==> config.mk <==
export PLATFORM = sky130hd
export DESIGN_NAME = synth_post_divider_paging
export DESIGN_NICKNAME = d
export VERILOG_FILES = /design/src/synth_post_divider_pkg.sv /design/src/clk_ratio_divider.sv /design/src/synth_post_divider_paging.sv
export VERILOG_INCLUDE_DIRS = /design/src
export SDC_FILE = /design/constraint.sdc
export NUM_CORES = 1
export LEC_CHECK = 0
export BUFFER_PORTS_ARGS = -buffer_cell sky130_fd_sc_hd__clkbuf_2
export CAP_MARGIN = 20
export CORE_UTILIZATION = 55
export CTS_BUF_LIST = sky130_fd_sc_hd__clkbuf_16
export DETAILED_ROUTE_END_ITERATION = 8
export PLACE_DENSITY = 0.81
export SLEW_MARGIN = 20
export SYNTH_ARGS = -nofsm -noshare
export SYNTH_HDL_FRONTEND = slang
export SYNTH_SLANG_ARGS = --single-unit
==> constraint.sdc <==
create_clock -name clk_sys -period 8.2 [get_ports clk_sys]
set_clock_uncertainty 0.1 [all_clocks]
set_input_delay 1.64 -clock clk_sys [delete_from_list [all_inputs] [get_ports clk_sys]]
set_output_delay 1.64 -clock clk_sys [all_outputs]
set_load 0.01 [all_outputs]
==> src/synth_post_divider_map.svh <==
/*
 * Register map, field positions, reset values and mode codes for the synthesizer
 * post divider and address paging block.
 * Assumes it is included by its bare name and that nothing else defines these macros.
 */
`ifndef SYNTH_POST_DIVIDER_MAP_SVH
`define SYNTH_POST_DIVIDER_MAP_SVH

// Full 8-bit register addresses.
`define ADDR_SYNTH1_PHASE_ADVANCE   8'h79
`define ADDR_ADDRESS_PAGE_SELECT    8'h7f
`define ADDR_SYNTH0_DIVIDER_A       8'h80
`define ADDR_SYNTH0_DIVIDER_B       8'h83
`define ADDR_SYNTH0_DIVIDER_C       8'h86

// Reset values.
`define RST_SYNTH1_PHASE_ADVANCE    8'h00
`define RST_ADDRESS_PAGE_SELECT     1'h0
`define RST_SYNTH0_DIVIDER_A        24'h000002
`define RST_SYNTH0_DIVIDER_B        24'h000002
`define RST_SYNTH0_DIVIDER_C        24'h000040

// Serial address width and the page bit position.
`define SERIAL_ADDR_WIDTH           7
`define PAGE_SELECT_BIT             0

// Fine phase advance step count per synthesizer period.
`define PHASE_ADVANCE_STEPS         256

// Divider A and B ratio field.
`define RATIO_AB_MSB                22

// Divider C fields.
`define DIVC_MODE_MSB               23
`define DIVC_MODE_LSB               20
`define DIVC_MODE_FRAME_PULSE       4'hf
`define DIVC_PULSE_TYPE_BIT         19
`define DIVC_POLARITY_BIT           18
`define DIVC_REL_SEL_MSB            17
`define DIVC_REL_SEL_LSB            16
`define DIVC_PERIOD_MSB             15

// Smallest ratio the divider can realise from the system clock.
`define MIN_RATIO                   24'h000002

`endif

==> src/synth_post_divider_pkg.sv <==
/*
 * Types shared by the post divider block.
 * Assumes synth_post_divider_map.svh supplies the numeric constants.
 */
package synth_post_divider_pkg;

  typedef enum logic [1:0] {
    rel_clock_a        = 2'h0,
    rel_clock_b        = 2'h1,
    rel_clock_reserved = 2'h2,
    rel_clock_d        = 2'h3
  } rel_sel_type;

  typedef enum logic {
    pulse_centred,
    pulse_edge
  } pulse_type_type;

endpackage

==> src/clk_ratio_divider.sv <==
/*
 * Integer ratio clock divider with a near 50% duty cycle, run on the system clock.
 * Assumes the ratio input is quasi-static; a new ratio acts at once on the count in progress.
 */
`timescale 1ns/1ps
`include "synth_post_divider_map.svh"

module clk_ratio_divider #(
  parameter int WIDTH = 24
) (
  input  wire logic             clk_sys,
  input  wire logic             rst_b,
  input  wire logic [WIDTH-1:0] ratio,
  output logic                  clk_out
);

  logic [WIDTH-1:0] count;
  logic [WIDTH-1:0] next_count;
  logic             next_clk_out;
  logic [WIDTH-1:0] eff_ratio;
  logic [WIDTH:0]   high_len;

  ////////////////////////////////////////////////////////////////////////////////
  // Even ratios give exactly half high; odd ratios give one extra high cycle, so
  // small odd ratios stray from 50%, as on the real synthesizer path.
  always_comb begin
    eff_ratio = (ratio < WIDTH'(`MIN_RATIO)) ? WIDTH'(`MIN_RATIO) : ratio;
    high_len  = ({1'b0, eff_ratio} + (WIDTH+1)'(1)) >> 1;
    if (count >= eff_ratio - WIDTH'(1)) begin
      next_count = '0;
    end else begin
      next_count = count + WIDTH'(1);
    end
    next_clk_out = ({1'b0, next_count} < high_len);
  end

  always_ff @(posedge clk_sys or negedge rst_b) begin
    if (!rst_b) begin
      count   <= '0;
      clk_out <= 1'b0;
    end else begin
      count   <= next_count;
      clk_out <= next_clk_out;
    end
  end

endmodule // clk_ratio_divider

==> src/synth_post_divider_paging.sv <==
/*
 * Configuration registers for synthesizer 1 fine phase advance, address paging and
 * the synthesizer 0 post dividers A, B and C, with divider C clock or frame pulse.
 * Assumes a serial front end (SPI or I2C) already decoded each access into a
 * 7-bit address, one write or read strobe and a data byte, all synchronous to
 * clk_sys, and that clk_sys stands in for the synthesizer 0 VCO.
 */
`timescale 1ns/1ps
`include "synth_post_divider_map.svh"

module synth_post_divider_paging (
  input  wire logic       clk_sys,
  input  wire logic       rst_b,
  input  wire logic       reg_wr,
  input  wire logic       reg_rd,
  input  wire logic [6:0] reg_addr,
  input  wire logic [7:0] reg_wdata,
  input  wire logic       clk_in_d,
  output logic      [7:0] reg_rdata,
  output logic            reg_rvalid,
  output logic      [7:0] phase_advance_value,
  output logic            page_select,
  output logic            clk_out_a,
  output logic            clk_out_b,
  output logic            clk_out_c
);

  logic [23:0] ratio_a;
  logic [23:0] ratio_b;
  logic [23:0] ratio_c;
  logic [7:0]  next_phase_advance_value;
  logic        next_page_select;
  logic [23:0] next_ratio_a;
  logic [23:0] next_ratio_b;
  logic [23:0] next_ratio_c;
  logic [7:0]  next_reg_rdata;
  logic [7:0]  full_addr;

  ////////////////////////////////////////////////////////////////////////////////
  // Register file. Multi-byte registers put bits 23:16 at the lowest address.
  // The page register is decoded on its 7-bit address in either page so a host
  // can always get back to the low page.

  always_comb begin
    full_addr = {page_select, reg_addr};
    next_phase_advance_value = phase_advance_value;
    next_page_select         = page_select;
    next_ratio_a             = ratio_a;
    next_ratio_b             = ratio_b;
    next_ratio_c             = ratio_c;
    next_reg_rdata           = reg_rdata;
    if (reg_wr) begin
      if (reg_addr == 7'(`ADDR_ADDRESS_PAGE_SELECT)) begin
        next_page_select = reg_wdata[`PAGE_SELECT_BIT];
      end else if (full_addr == `ADDR_SYNTH1_PHASE_ADVANCE) begin
        next_phase_advance_value = reg_wdata;
      end else if (full_addr == `ADDR_SYNTH0_DIVIDER_A) begin
        next_ratio_a[23:16] = reg_wdata;
      end else if (full_addr == `ADDR_SYNTH0_DIVIDER_A + 8'h01) begin
        next_ratio_a[15:8] = reg_wdata;
      end else if (full_addr == `ADDR_SYNTH0_DIVIDER_A + 8'h02) begin
        next_ratio_a[7:0] = reg_wdata;
      end else if (full_addr == `ADDR_SYNTH0_DIVIDER_B) begin
        next_ratio_b[23:16] = reg_wdata;
      end else if (full_addr == `ADDR_SYNTH0_DIVIDER_B + 8'h01) begin
        next_ratio_b[15:8] = reg_wdata;
      end else if (full_addr == `ADDR_SYNTH0_DIVIDER_B + 8'h02) begin
        next_ratio_b[7:0] = reg_wdata;
      end else if (full_addr == `ADDR_SYNTH0_DIVIDER_C) begin
        next_ratio_c[23:16] = reg_wdata;
      end else if (full_addr == `ADDR_SYNTH0_DIVIDER_C + 8'h01) begin
        next_ratio_c[15:8] = reg_wdata;
      end else if (full_addr == `ADDR_SYNTH0_DIVIDER_C + 8'h02) begin
        next_ratio_c[7:0] = reg_wdata;
      end
    end
    if (reg_rd) begin
      if (reg_addr == 7'(`ADDR_ADDRESS_PAGE_SELECT)) begin
        next_reg_rdata = {7'h00, page_select};
      end else if (full_addr == `ADDR_SYNTH1_PHASE_ADVANCE) begin
        next_reg_rdata = phase_advance_value;
      end else if (full_addr == `ADDR_SYNTH0_DIVIDER_A) begin
        next_reg_rdata = ratio_a[23:16];
      end else if (full_addr == `ADDR_SYNTH0_DIVIDER_A + 8'h01) begin
        next_reg_rdata = ratio_a[15:8];
      end else if (full_addr == `ADDR_SYNTH0_DIVIDER_A + 8'h02) begin
        next_reg_rdata = ratio_a[7:0];
      end else if (full_addr == `ADDR_SYNTH0_DIVIDER_B) begin
        next_reg_rdata = ratio_b[23:16];
      end else if (full_addr == `ADDR_SYNTH0_DIVIDER_B + 8'h01) begin
        next_reg_rdata = ratio_b[15:8];
      end else if (full_addr == `ADDR_SYNTH0_DIVIDER_B + 8'h02) begin
        next_reg_rdata = ratio_b[7:0];
      end else if (full_addr == `ADDR_SYNTH0_DIVIDER_C) begin
        next_reg_rdata = ratio_c[23:16];
      end else if (full_addr == `ADDR_SYNTH0_DIVIDER_C + 8'h01) begin
        next_reg_rdata = ratio_c[15:8];
      end else if (full_addr == `ADDR_SYNTH0_DIVIDER_C + 8'h02) begin
        next_reg_rdata = ratio_c[7:0];
      end else begin
        next_reg_rdata = 8'h00;
      end
    end
  end

  always_ff @(posedge clk_sys or negedge rst_b) begin
    if (!rst_b) begin
      phase_advance_value <= `RST_SYNTH1_PHASE_ADVANCE;
      page_select         <= `RST_ADDRESS_PAGE_SELECT;
      ratio_a             <= `RST_SYNTH0_DIVIDER_A;
      ratio_b             <= `RST_SYNTH0_DIVIDER_B;
      ratio_c             <= `RST_SYNTH0_DIVIDER_C;
      reg_rdata           <= 8'h00;
      reg_rvalid          <= 1'b0;
    end else begin
      phase_advance_value <= next_phase_advance_value;
      page_select         <= next_page_select;
      ratio_a             <= next_ratio_a;
      ratio_b             <= next_ratio_b;
      ratio_c             <= next_ratio_c;
      reg_rdata           <= next_reg_rdata;
      reg_rvalid          <= reg_rd;
    end
  end

  ////////////////////////////////////////////////////////////////////////////////
  // Post dividers. Bit 23 of A and B is ignored so a stray one cannot stretch the
  // ratio; the host is still expected to keep it zero.

  logic div_c_clock;

  clk_ratio_divider #(.WIDTH(24)) divider_a (
    .clk_sys (clk_sys),
    .rst_b   (rst_b),
    .ratio   ({1'b0, ratio_a[`RATIO_AB_MSB:0]}),
    .clk_out (clk_out_a)
  );

  clk_ratio_divider #(.WIDTH(24)) divider_b (
    .clk_sys (clk_sys),
    .rst_b   (rst_b),
    .ratio   ({1'b0, ratio_b[`RATIO_AB_MSB:0]}),
    .clk_out (clk_out_b)
  );

  clk_ratio_divider #(.WIDTH(24)) divider_c (
    .clk_sys (clk_sys),
    .rst_b   (rst_b),
    .ratio   (ratio_c),
    .clk_out (div_c_clock)
  );

  ////////////////////////////////////////////////////////////////////////////////
  // Frame pulse generator. Frame boundaries fall on related-clock rising edges.
  // A centred pulse runs from the falling edge before the boundary to the one
  // after; an edge pulse runs from the boundary to the next rising edge.

  synth_post_divider_pkg::rel_sel_type    rel_sel;
  synth_post_divider_pkg::pulse_type_type pulse_type;
  logic        frame_mode;
  logic        rel_now;
  logic        rel_prev;
  logic        rel_rise;
  logic        rel_fall;
  logic [15:0] period_count;
  logic [15:0] next_period_count;
  logic [15:0] last_count;
  logic        pulse;
  logic        next_pulse;
  logic        next_clk_out_c;

  always_comb begin
    frame_mode = (ratio_c[`DIVC_MODE_MSB:`DIVC_MODE_LSB] == `DIVC_MODE_FRAME_PULSE);
    rel_sel    = synth_post_divider_pkg::rel_sel_type'(
                   ratio_c[`DIVC_REL_SEL_MSB:`DIVC_REL_SEL_LSB]);
    pulse_type = synth_post_divider_pkg::pulse_type_type'(ratio_c[`DIVC_PULSE_TYPE_BIT]);
    case (rel_sel)
      synth_post_divider_pkg::rel_clock_a: rel_now = clk_out_a;
      synth_post_divider_pkg::rel_clock_b: rel_now = clk_out_b;
      synth_post_divider_pkg::rel_clock_d: rel_now = clk_in_d;
      default:                             rel_now = 1'b0;
    endcase
    rel_rise   = rel_now & ~rel_prev;
    rel_fall   = ~rel_now & rel_prev;
    // A spacing of zero behaves as one so the counter never runs away.
    last_count = (ratio_c[`DIVC_PERIOD_MSB:0] == 16'h0000) ? 16'h0000
               : ratio_c[`DIVC_PERIOD_MSB:0] - 16'h0001;
    next_period_count = period_count;
    next_pulse        = pulse;
    // A reserved related-clock select has no edges, so the pulse is cleared here
    // rather than left frozen at whatever level it had when the select changed.
    if (!frame_mode || rel_sel == synth_post_divider_pkg::rel_clock_reserved) begin
      next_period_count = 16'h0000;
      next_pulse        = 1'b0;
    end else if (pulse_type == synth_post_divider_pkg::pulse_edge) begin
      if (rel_rise) begin
        next_period_count = (period_count >= last_count) ? 16'h0000
                          : period_count + 16'h0001;
        next_pulse        = (period_count >= last_count);
      end
    end else begin
      if (rel_rise) begin
        next_period_count = (period_count >= last_count) ? 16'h0000
                          : period_count + 16'h0001;
      end
      if (rel_fall) begin
        next_pulse = (period_count >= last_count);
      end
    end
    if (frame_mode) begin
      next_clk_out_c = next_pulse ^ ratio_c[`DIVC_POLARITY_BIT];
    end else begin
      next_clk_out_c = div_c_clock;
    end
  end

  always_ff @(posedge clk_sys or negedge rst_b) begin
    if (!rst_b) begin
      rel_prev     <= 1'b0;
      period_count <= 16'h0000;
      pulse        <= 1'b0;
      clk_out_c    <= 1'b0;
    end else begin
      rel_prev     <= rel_now;
      period_count <= next_period_count;
      pulse        <= next_pulse;
      clk_out_c    <= next_clk_out_c;
    end
  end

endmodule // synth_post_divider_paging

==> impl_metrics.toml, run 1 <==
[synthesis]
syn_area_per_cell_um2 = 8.90
synth_common_cells = "dfrtp_1 (181), ha_1 (167), nor2_1 (163), nand2_1 (135), xor2_1 (103)"
yosys.area.top_type = "dfrtp_1"
ys_warn_count = 0
synthCells = 1676
async_flop_share_pct = 100
seq_area_frac_synth_pct = 30.9
ys_top_cells_by_area = "dfrtp_1 (30%), ha_1 (14%), mux2_2 (6.5%), xor2_1 (6.0%), xnor2_1 (5.7%)"
synth_edf_count = 0
yosysMostFrequentCell = "dfrtp_1"
synth_flop_cell = "dfrtp_1"
ys_ff_latch = 184
mappedNetlistArea_mm2 = 0.0149
ys_types = 68
synth_top_cell_area_share_pct = 30.4

[setup_path]
critPathCaptureType = "flop"
cp_max_fo = 25
cp.required_ns = 8.48
start_kind = "flop"
arrival_ns = 7.47
criticalPathCategory = "reg2reg"
crit_path_max_incr_delay_ns = 0.64
slowest_stage = "or4_1"

[finish]
fin_nets = 1835
drive_gt1_share_pct = 11.0
final_cells = 1996
area_growth_pct = 6.44
n_antenna_cell = 0
fill_cells = 2170

[power]
peakVddDrop_v = 0.000190
p_per_area_mw_per_mm2 = 173
p_leak_nw = 7.49

[hold_path]
hold_path_class = "reg2reg"

[die]
coreArea_mm2 = 0.0264
io_pins = 41
initial_core_util_pct = 56.6
fp-row-count = 59
fp.dieArea_mm2 = 0.0278
die_y_um = 167
die_w_um = 167

[run_status]
outcome = "finished clean"

[clocking]
clk_path_buf_depth = 2
cts-root-buf = "clkbuf_16"
path_clk_slew_ns = 0.08
numCtsBuffers = 17
h-tree-depth = 4
cts_sinks = 184
postCtsHoldBufs = 0
cts_setup_buffers = 0
post_cts_resize_count = 0
cts_tree = "built"
clk_latency_ns = 0.44

[timing]
max_slew.worst_pin.slew_ns = 0.959
setup_violations = 0
slew_violations = 0
fin_ws_ns = 1.01
slew_headroom_pct = 35.9
rsz0062_at_grt = "false"
max_freq_mhz = 139
fin_crit_sh_pct = 87.6
fin_crit_ns = 7.19
finalHoldViolCount = 0
fin_tns_setup_ns = 0

[grt]
overflow = 0
grt_max_degree = 107
grt_pass1_wl_um = 63200
grt_pass1_vias = 12300
antenna_found_initial = 0
grt.total_usage_pct = 28.4

[placed_design]
post-dp-hpwl_um = 29500
gp_congestion = 0.984
pre_cts_ws_ns = 1.25
place.port_buffers = 40
place_inst = 1964

[detailed_routing]
routedWlPerCell_um = 19.7
via_count = 12700
drtAntennaViolNets = 0
routed_wl_um = 39200
first_pass_iters = 6
vias_per_cell = 6.38
drt_iter0_drc = 1474
drc = 0

[run]
cap_violations = 0
==> routing by layer <==
metal  routed length, um  global-route usage [%]  part of all wire [%]
met5                   0                   0.696                     0
met4                1020                    8.82                   2.6
met3                3040                    5.58                   7.7
met2               18200                    46.4                    46
met1               17000                    37.8                    43
==> cells in the final DEF, fill, tap and decap left out, drive strengths merged, types with 11 or more instances in the layout <==
cell,count
or4,13
a211oi,12
inv,51
nand4,54
a21oi,60
nor4,32
xor2,103
nand2,135
nor3b,11
a21o,56
nand2b,16
clkbuf,57
mux2,86
or3,11
xnor2,97
and3,24
nand3,82
nor3,43
nor2,164
mux2i,11
dfrtp,181
o21ai,50
ha,167
==> cells by family (layout without fill, tap and decap cells) <==
| logic type | after synthesis | in the layout | synth area share (%) |
|---|---|---|---|
| AO/OA/AOI/OAI | 266 | 266 | 11.9 |
| XOR/XNOR | 200 | 200 | 11.7 |
| adder cells (fa/ha/maj) | 167 | 167 | 14.0 |
| buffers and inverters | 140 | 124 | 3.60 |
| flip-flops | 184 | 184 | 30.9 |
| multiplexers | 97 | 97 | 7.23 |
| other | 1 | 2 | 0.0251 |
| AND/OR/NAND/NOR | 621 | 621 | 20.6 |
==> power breakdown <==
part | total [mW] | switching (mW) | internal (mW)
clock | 0.890 | 0.420 | 0.470
combinational | 0.804 | 0.457 | 0.347
sequential | 1.05 | 0.0826 | 0.967
==> through the flow <==
| step | hold slack [ns] | total power, mW | util [%] | instance area, um^2 |
|---|---|---|---|---|
| 2_1_floorplan | 0.374 | 1.62 | - | 14900 |
| 3_3_place_gp | 0.392 | 1.83 | 57.8 | 15200 |
| 3_5_place_dp | 0.393 | 1.86 | 57.8 | 15200 |
| 4_1_cts | 0.431 | 2.75 | 60.2 | 15900 |
| 5_1_grt | 0.441 | 2.91 | 60.2 | 15900 |
| 6_report | 0.436 | 2.74 | 60.2 | 15900 |
==> worst paths after layout <==
kind / startpoint / to / slack, ns / depth (start not counted)
hold / removal: reg_rdata[4]$_DFFE_PN0P_ / reg_rdata[4]$_DFFE_PN0P_ / 0.44 / 2
hold reg to reg: reg_rdata[4]$_DFFE_PN0P_ / reg_rdata[4]$_DFFE_PN0P_ / 0.44 / 2
max in group asynchronous: rst_b / ratio_b[17]$_DFFE_PN0P_ / 5.49 / 2
setup reg to reg: ratio_a[14]$_DFFE_PN0P_ / divider_a.clk_out$_DFF_PN0_ / 1.01 / 27
min in group asynchronous: rst_b / period_count[8]$_DFFE_PN0P_ / 1.20 / 1
setup / recovery: ratio_a[14]$_DFFE_PN0P_ / divider_a.clk_out$_DFF_PN0_ / 1.01 / 27
==> sequential cells by signal, indices dropped and copies added, names as in the netlist, 8 cells and up <==
signal	cells
ratio_b	24
phase_advance_value	8
period_count	16
divider_b.count	24
ratio_a	24
ratio_c	24
divider_c.count	24
reg_rdata	8
divider_a.count	24
==> cell type report <==
class	instances	area [um^2]	share of cell area, %
Clock buffer	17	425	2.68
Clock inverter	15	203	1.28
Inverter	43	161	1.02
Multi-Input combinational cell	1353	9780	61.6
Sequential cell	184	4610	29.0
Tap cell	335	419	2.64
Timing Repair Buffer	49	280	1.77
==> worst max-delay path, delay by kind of cell, from the launching register on <==
kind	cells	cell delay (ns)
AND/OR/NAND/NOR	10	3.34
AO/OA/AOI/OAI	12	1.95
adder cells (fa/ha/maj)	3	0.79
flip-flops	1	0.50
buffers and inverters	1	0.23
XOR/XNOR	1	0.18
(Power assumes the default switching activity.)
==> run 2: changes to the inputs <==
Settings changed: CORE_UTILIZATION 55 to 60, PLACE_DENSITY 0.81 to 0.86.
==> impl_metrics.toml, run 2 (synthesis gave the netlist of run 1 again) <==
[run_status]
outcome = "finished clean"

[die]
coreArea_mm2 = 0.0243
die_y_um = 160
io_pins = 41
die_w_um = 160
fp-row-count = 57
fp.dieArea_mm2 = 0.0255
initial_core_util_pct = 61.3

[setup_path]
cp.required_ns = 8.42
path_buf_inv = 1
criticalPathCategory = "reg2reg"
setup.worst_path.start = "ratio_b[13]$_DFFE_PN0P_"
arrival_ns = 7.75
critPathCaptureType = "flop"
reg2reg_from = "ratio_b[13]$_DFFE_PN0P_"
path_delay_family = "simple AND/OR/NAND/NOR gates"
start_kind = "flop"
slowest_stage = "nor4_1"
cp_max_fo = 22
path_common_cell = "nor4_1"
crit_path_max_incr_delay_ns = 0.76

[finish]
n_antenna_cell = 0
layout_commonest_cell = "dfrtp_1"
utilization_pct = 65.1
fin_nets = 1837
drive_gt1_share_pct = 11.1
area_growth_pct = 6.12
mostFrequentLayoutCells = "dfrtp_1 (181), ha_1 (167), nor2_1 (163)"

[placed_design]
place.port_buffers = 40
pre_cts_ws_ns = 0.931
post-dp-hpwl_um = 29800
gp_congestion = 0.990

[detailed_routing]
vias_per_cell = 6.47
drc = 0
drtAntennaViolNets = 0
routed_wl_um = 39900
routedWlPerCell_um = 20.1
first_pass_iters = 6
via_count = 12900
drt_iter0_drc = 1440

[clocking]
cts_setup_buffers = 0
cts_sinks = 184
post_cts_resize_count = 0
numCtsBuffers = 17
clk_latency_ns = 0.45
clk_path_buf_depth = 2
cts_tree = "built"
postCtsHoldBufs = 0
cts-root-buf = "clkbuf_16"
h-tree-depth = 4
path_clk_slew_ns = 0.08

[grt]
grt_pass1_vias = 12500
antenna_found_initial = 0
overflow = 0
grt_max_degree = 123
grt.total_usage_pct = 31.7
grt_pass1_wl_um = 64700

[timing]
rsz0062_at_grt = "false"
fin_tns_setup_ns = 0
fin_ws_ns = 0.668
fin_crit_ns = 7.53
setup_violations = 0
finalHoldViolCount = 0
slew_headroom_pct = 35.0
fin_crit_sh_pct = 91.9
max_freq_mhz = 133
max_slew.worst_pin.slew_ns = 0.972
slew_violations = 0

[hold_path]
hold_start = "ratio_b[23]$_DFFE_PN0P_"
hold_path_class = "reg2reg"

[power]
peakVddDrop_v = 0.000188
p_per_area_mw_per_mm2 = 170
p_leak_nw = 7.48

[run]
cap_violations = 0
## run 2: changes by cell type in the layout (fill, tap and decap cells not counted), sizes merged
cell / change
inv: +3
buf: +2
bufinv: -2
clkinv: -2
clkinvlp: +1
## run 2: path summary, 6_finish.rpt
kind,endpoint,slack [ns],depth (start not counted)
worst max-delay path,divider_b.clk_out$_DFF_PN0_,0.67,25
max in group asynchronous,ratio_a[23]$_DFFE_PN0P_,5.72,2
min in group asynchronous,period_count[11]$_DFFE_PN0P_,1.08,1
worst min-delay path,ratio_b[23]$_DFFE_PN0P_,0.43,1
worst min register to register,ratio_b[23]$_DFFE_PN0P_,0.43,1
worst max register to register,divider_b.clk_out$_DFF_PN0_,0.67,25
## run 2: final cells by class
cell class | count | area (um^2)
multi-input cells | 1353 | 9780
fillers | 1949 | 8490
flip-flops and latches | 184 | 4610
clock buffers | 17 | 425
well taps | 324 | 405
repair buffers | 51 | 312
inverters | 43 | 161
clock inverters | 15 | 138
## run 2: where the power goes
group	switching [mW]	internal [mW]	leakage, nW	total (mW)
combinational	0.477	0.349	4.70	0.826
clock	0.414	0.404	0.280	0.818
sequential	0.0830	0.967	2.50	1.05
## run 2: per-stage QoR
stage | hold WS (ns) | power, mW | std cells | cell area [um^2]
after CTS | 0.418 | 2.69 | 1986 | 15800
after detailed placement | 0.399 | 1.87 | 1954 | 15200
after global placement | 0.387 | 1.83 | 1954 | 15200
after global routing | 0.436 | 2.83 | 1987 | 15800
final | 0.429 | 2.69 | 1987 | 15800
after floorplan | 0.374 | 1.62 | 1677 | 14900
## run 2: layer usage
| layer | global-route usage [%] | share of wire (%) | up-vias |
|---|---|---|---|
| met5 | 0 | 0 | - |
| met2 | 51.1 | 47 | 572 |
| met1 | 42.5 | 42 | 6216 |
| met3 | 5.32 | 7.4 | 101 |
| li1 | - | - | 5975 |
| met4 | 12.8 | 3.3 | 0 |
==> run 3: changes to the inputs <==
==> constraint.sdc (replaced) <==
create_clock -name clk_sys -period 8.2 [get_ports clk_sys]
set_clock_uncertainty 0.1 [all_clocks]
set_input_delay 0.41 -clock clk_sys [delete_from_list [all_inputs] [get_ports clk_sys]]
set_output_delay 0.41 -clock clk_sys [all_outputs]
set_load 0.01 [all_outputs]
==> impl_metrics.toml, run 3 (synthesis gave the netlist of run 1 again) <==
[run_status]
outcome = "finished clean"

[die]
die_w_um = 160
fp-row-count = 57
initial_core_util_pct = 61.3
io_pins = 41
coreArea_mm2 = 0.0243
fp.dieArea_mm2 = 0.0255
die_y_um = 160

[timing]
fin_crit_sh_pct = 91.3
slew_headroom_pct = 35.1
max_freq_mhz = 134
setup_violations = 0
max_slew.worst_pin.slew_ns = 0.971
slew_violations = 0
finalHoldViolCount = 0
rsz0062_at_grt = "false"
fin_crit_ns = 7.49
fin_tns_setup_ns = 0

[finish]
fin_nets = 1838
area_growth_pct = 6.19
n_antenna_cell = 0
drive_gt1_share_pct = 11.1
mostFrequentLayoutCells = "dfrtp_1 (181), ha_1 (167), nor2_1 (163)"
fill_cells = 1948
utilization_pct = 65.1
layout_commonest_cell = "dfrtp_1"
final_cells = 1988
final_area_mm2 = 0.0158

[placed_design]
place_inst = 1954
gp_congestion = 0.990
place.port_buffers = 40
post-dp-hpwl_um = 29800
place_area_mm2 = 0.0152

[grt]
overflow = 0
grt.total_usage_pct = 31.7
grt.busiest_layer = "met2"
met2_usage_pct = 51.1
globalRouteMet1Util_pct = 42.5
antenna_found_initial = 0
grt_max_degree = 123
grt_pass1_vias = 12500
grt_pass1_wl_um = 64700
grt_use_met3_pct = 5.32

[setup_path]
crit_path_max_incr_delay_ns = 0.77
path_common_cell = "nor4_1"
critPathCaptureType = "flop"
start_kind = "flop"
reg2reg_from = "ratio_b[13]$_DFFE_PN0P_"
criticalPathCategory = "reg2reg"
arrival_ns = 7.71
slowest_stage = "nor4_1"
path_buf_inv = 1
setup.worst_path.start = "ratio_b[13]$_DFFE_PN0P_"
cp.required_ns = 8.42
path_delay_family = "simple AND/OR/NAND/NOR gates"
cp_max_fo = 22

[clocking]
cts_sinks = 184
numCtsBuffers = 17
path_clk_slew_ns = 0.08
clk_latency_ns = 0.45
cts-root-buf = "clkbuf_16"
h-tree-depth = 4
cts_tree = "built"
postCtsHoldBufs = 0
clk_path_buf_depth = 2
cts_setup_buffers = 0
post_cts_resize_count = 0

[detailed_routing]
via_count = 12900
drc = 0
vias_per_cell = 6.48
drt_iter0_drc = 1409
first_pass_iters = 7
routedWlPerCell_um = 20.1
routed_wl_um = 39900
drtAntennaViolNets = 0

[hold_path]
hold_start = "reg_wr"
hold_path_class = "in2reg"

[power]
peakVddDrop_v = 0.000188
p_total_mw = 2.69
p_per_area_mw_per_mm2 = 170
p_leak_nw = 7.48

[run]
cap_violations = 0
## run 3: changes by cell type in the layout (fill, tap and decap cells not counted)
cell and change:
dlygate4sd3_1 +1
## run 3: power by group
part	internal (mW)	switching [mW]	total, mW
clock	0.404	0.414	0.818
combinational	0.349	0.476	0.826
sequential	0.967	0.0834	1.05
## run 3: path summary, 6_finish.rpt
check | to | slack [ns] | cells after the start
min in group asynchronous | period_count[11]$_DFFE_PN0P_ | 0.42 | 2
worst max register to register | divider_b.clk_out$_DFF_PN0_ | 0.71 | 25
worst min register to register | ratio_b[23]$_DFFE_PN0P_ | 0.43 | 1
max in group asynchronous | ratio_a[23]$_DFFE_PN0P_ | 6.38 | 3
worst min-delay path | page_select$_DFFE_PN0P_ | 0.29 | 3
worst max-delay path | divider_b.clk_out$_DFF_PN0_ | 0.71 | 25
## run 3: final cells by class
class	instances	area [um^2]	share of cell area (%)
Multi-Input combinational cell	1353	9780	61.7
Sequential cell	184	4610	29.1
Clock buffer	17	425	2.69
Timing Repair Buffer	52	322	2.03
Tap cell	324	405	2.56
Clock inverter	15	138	0.869
Inverter	43	161	1.02
## run 3: through the flow
step | hold slack (ns) | setup slack [ns]
2_1_floorplan | 0.0144 | 2.04
3_3_place_gp | 0.387 | 1.16
3_5_place_dp | 0.399 | 0.931
4_1_cts | 0.0796 | 0.850
5_1_grt | 0.283 | 0.200
6_report | 0.289 | 0.710
## run 3: worst reg2reg max path, delay by kind of cell (launching register included)
| family | cells | cell delay [ns] |
|---|---|---|
| and+or+nand+nor | 13 | 4.14 |
| AOI/OAI and AO/OA | 7 | 1.35 |
| adders and majority gates | 3 | 0.83 |
| DFF | 1 | 0.54 |
| buffers and inverters | 1 | 0.30 |
| xor gates and xnor gates | 1 | 0.11 |
## run 3: metal layers
metal,vias to the layer above,wire length (um)
met5,-,0
met4,0,1360
met3,113,2920
met2,570,18700
met1,6218,17000
li1,5973,-
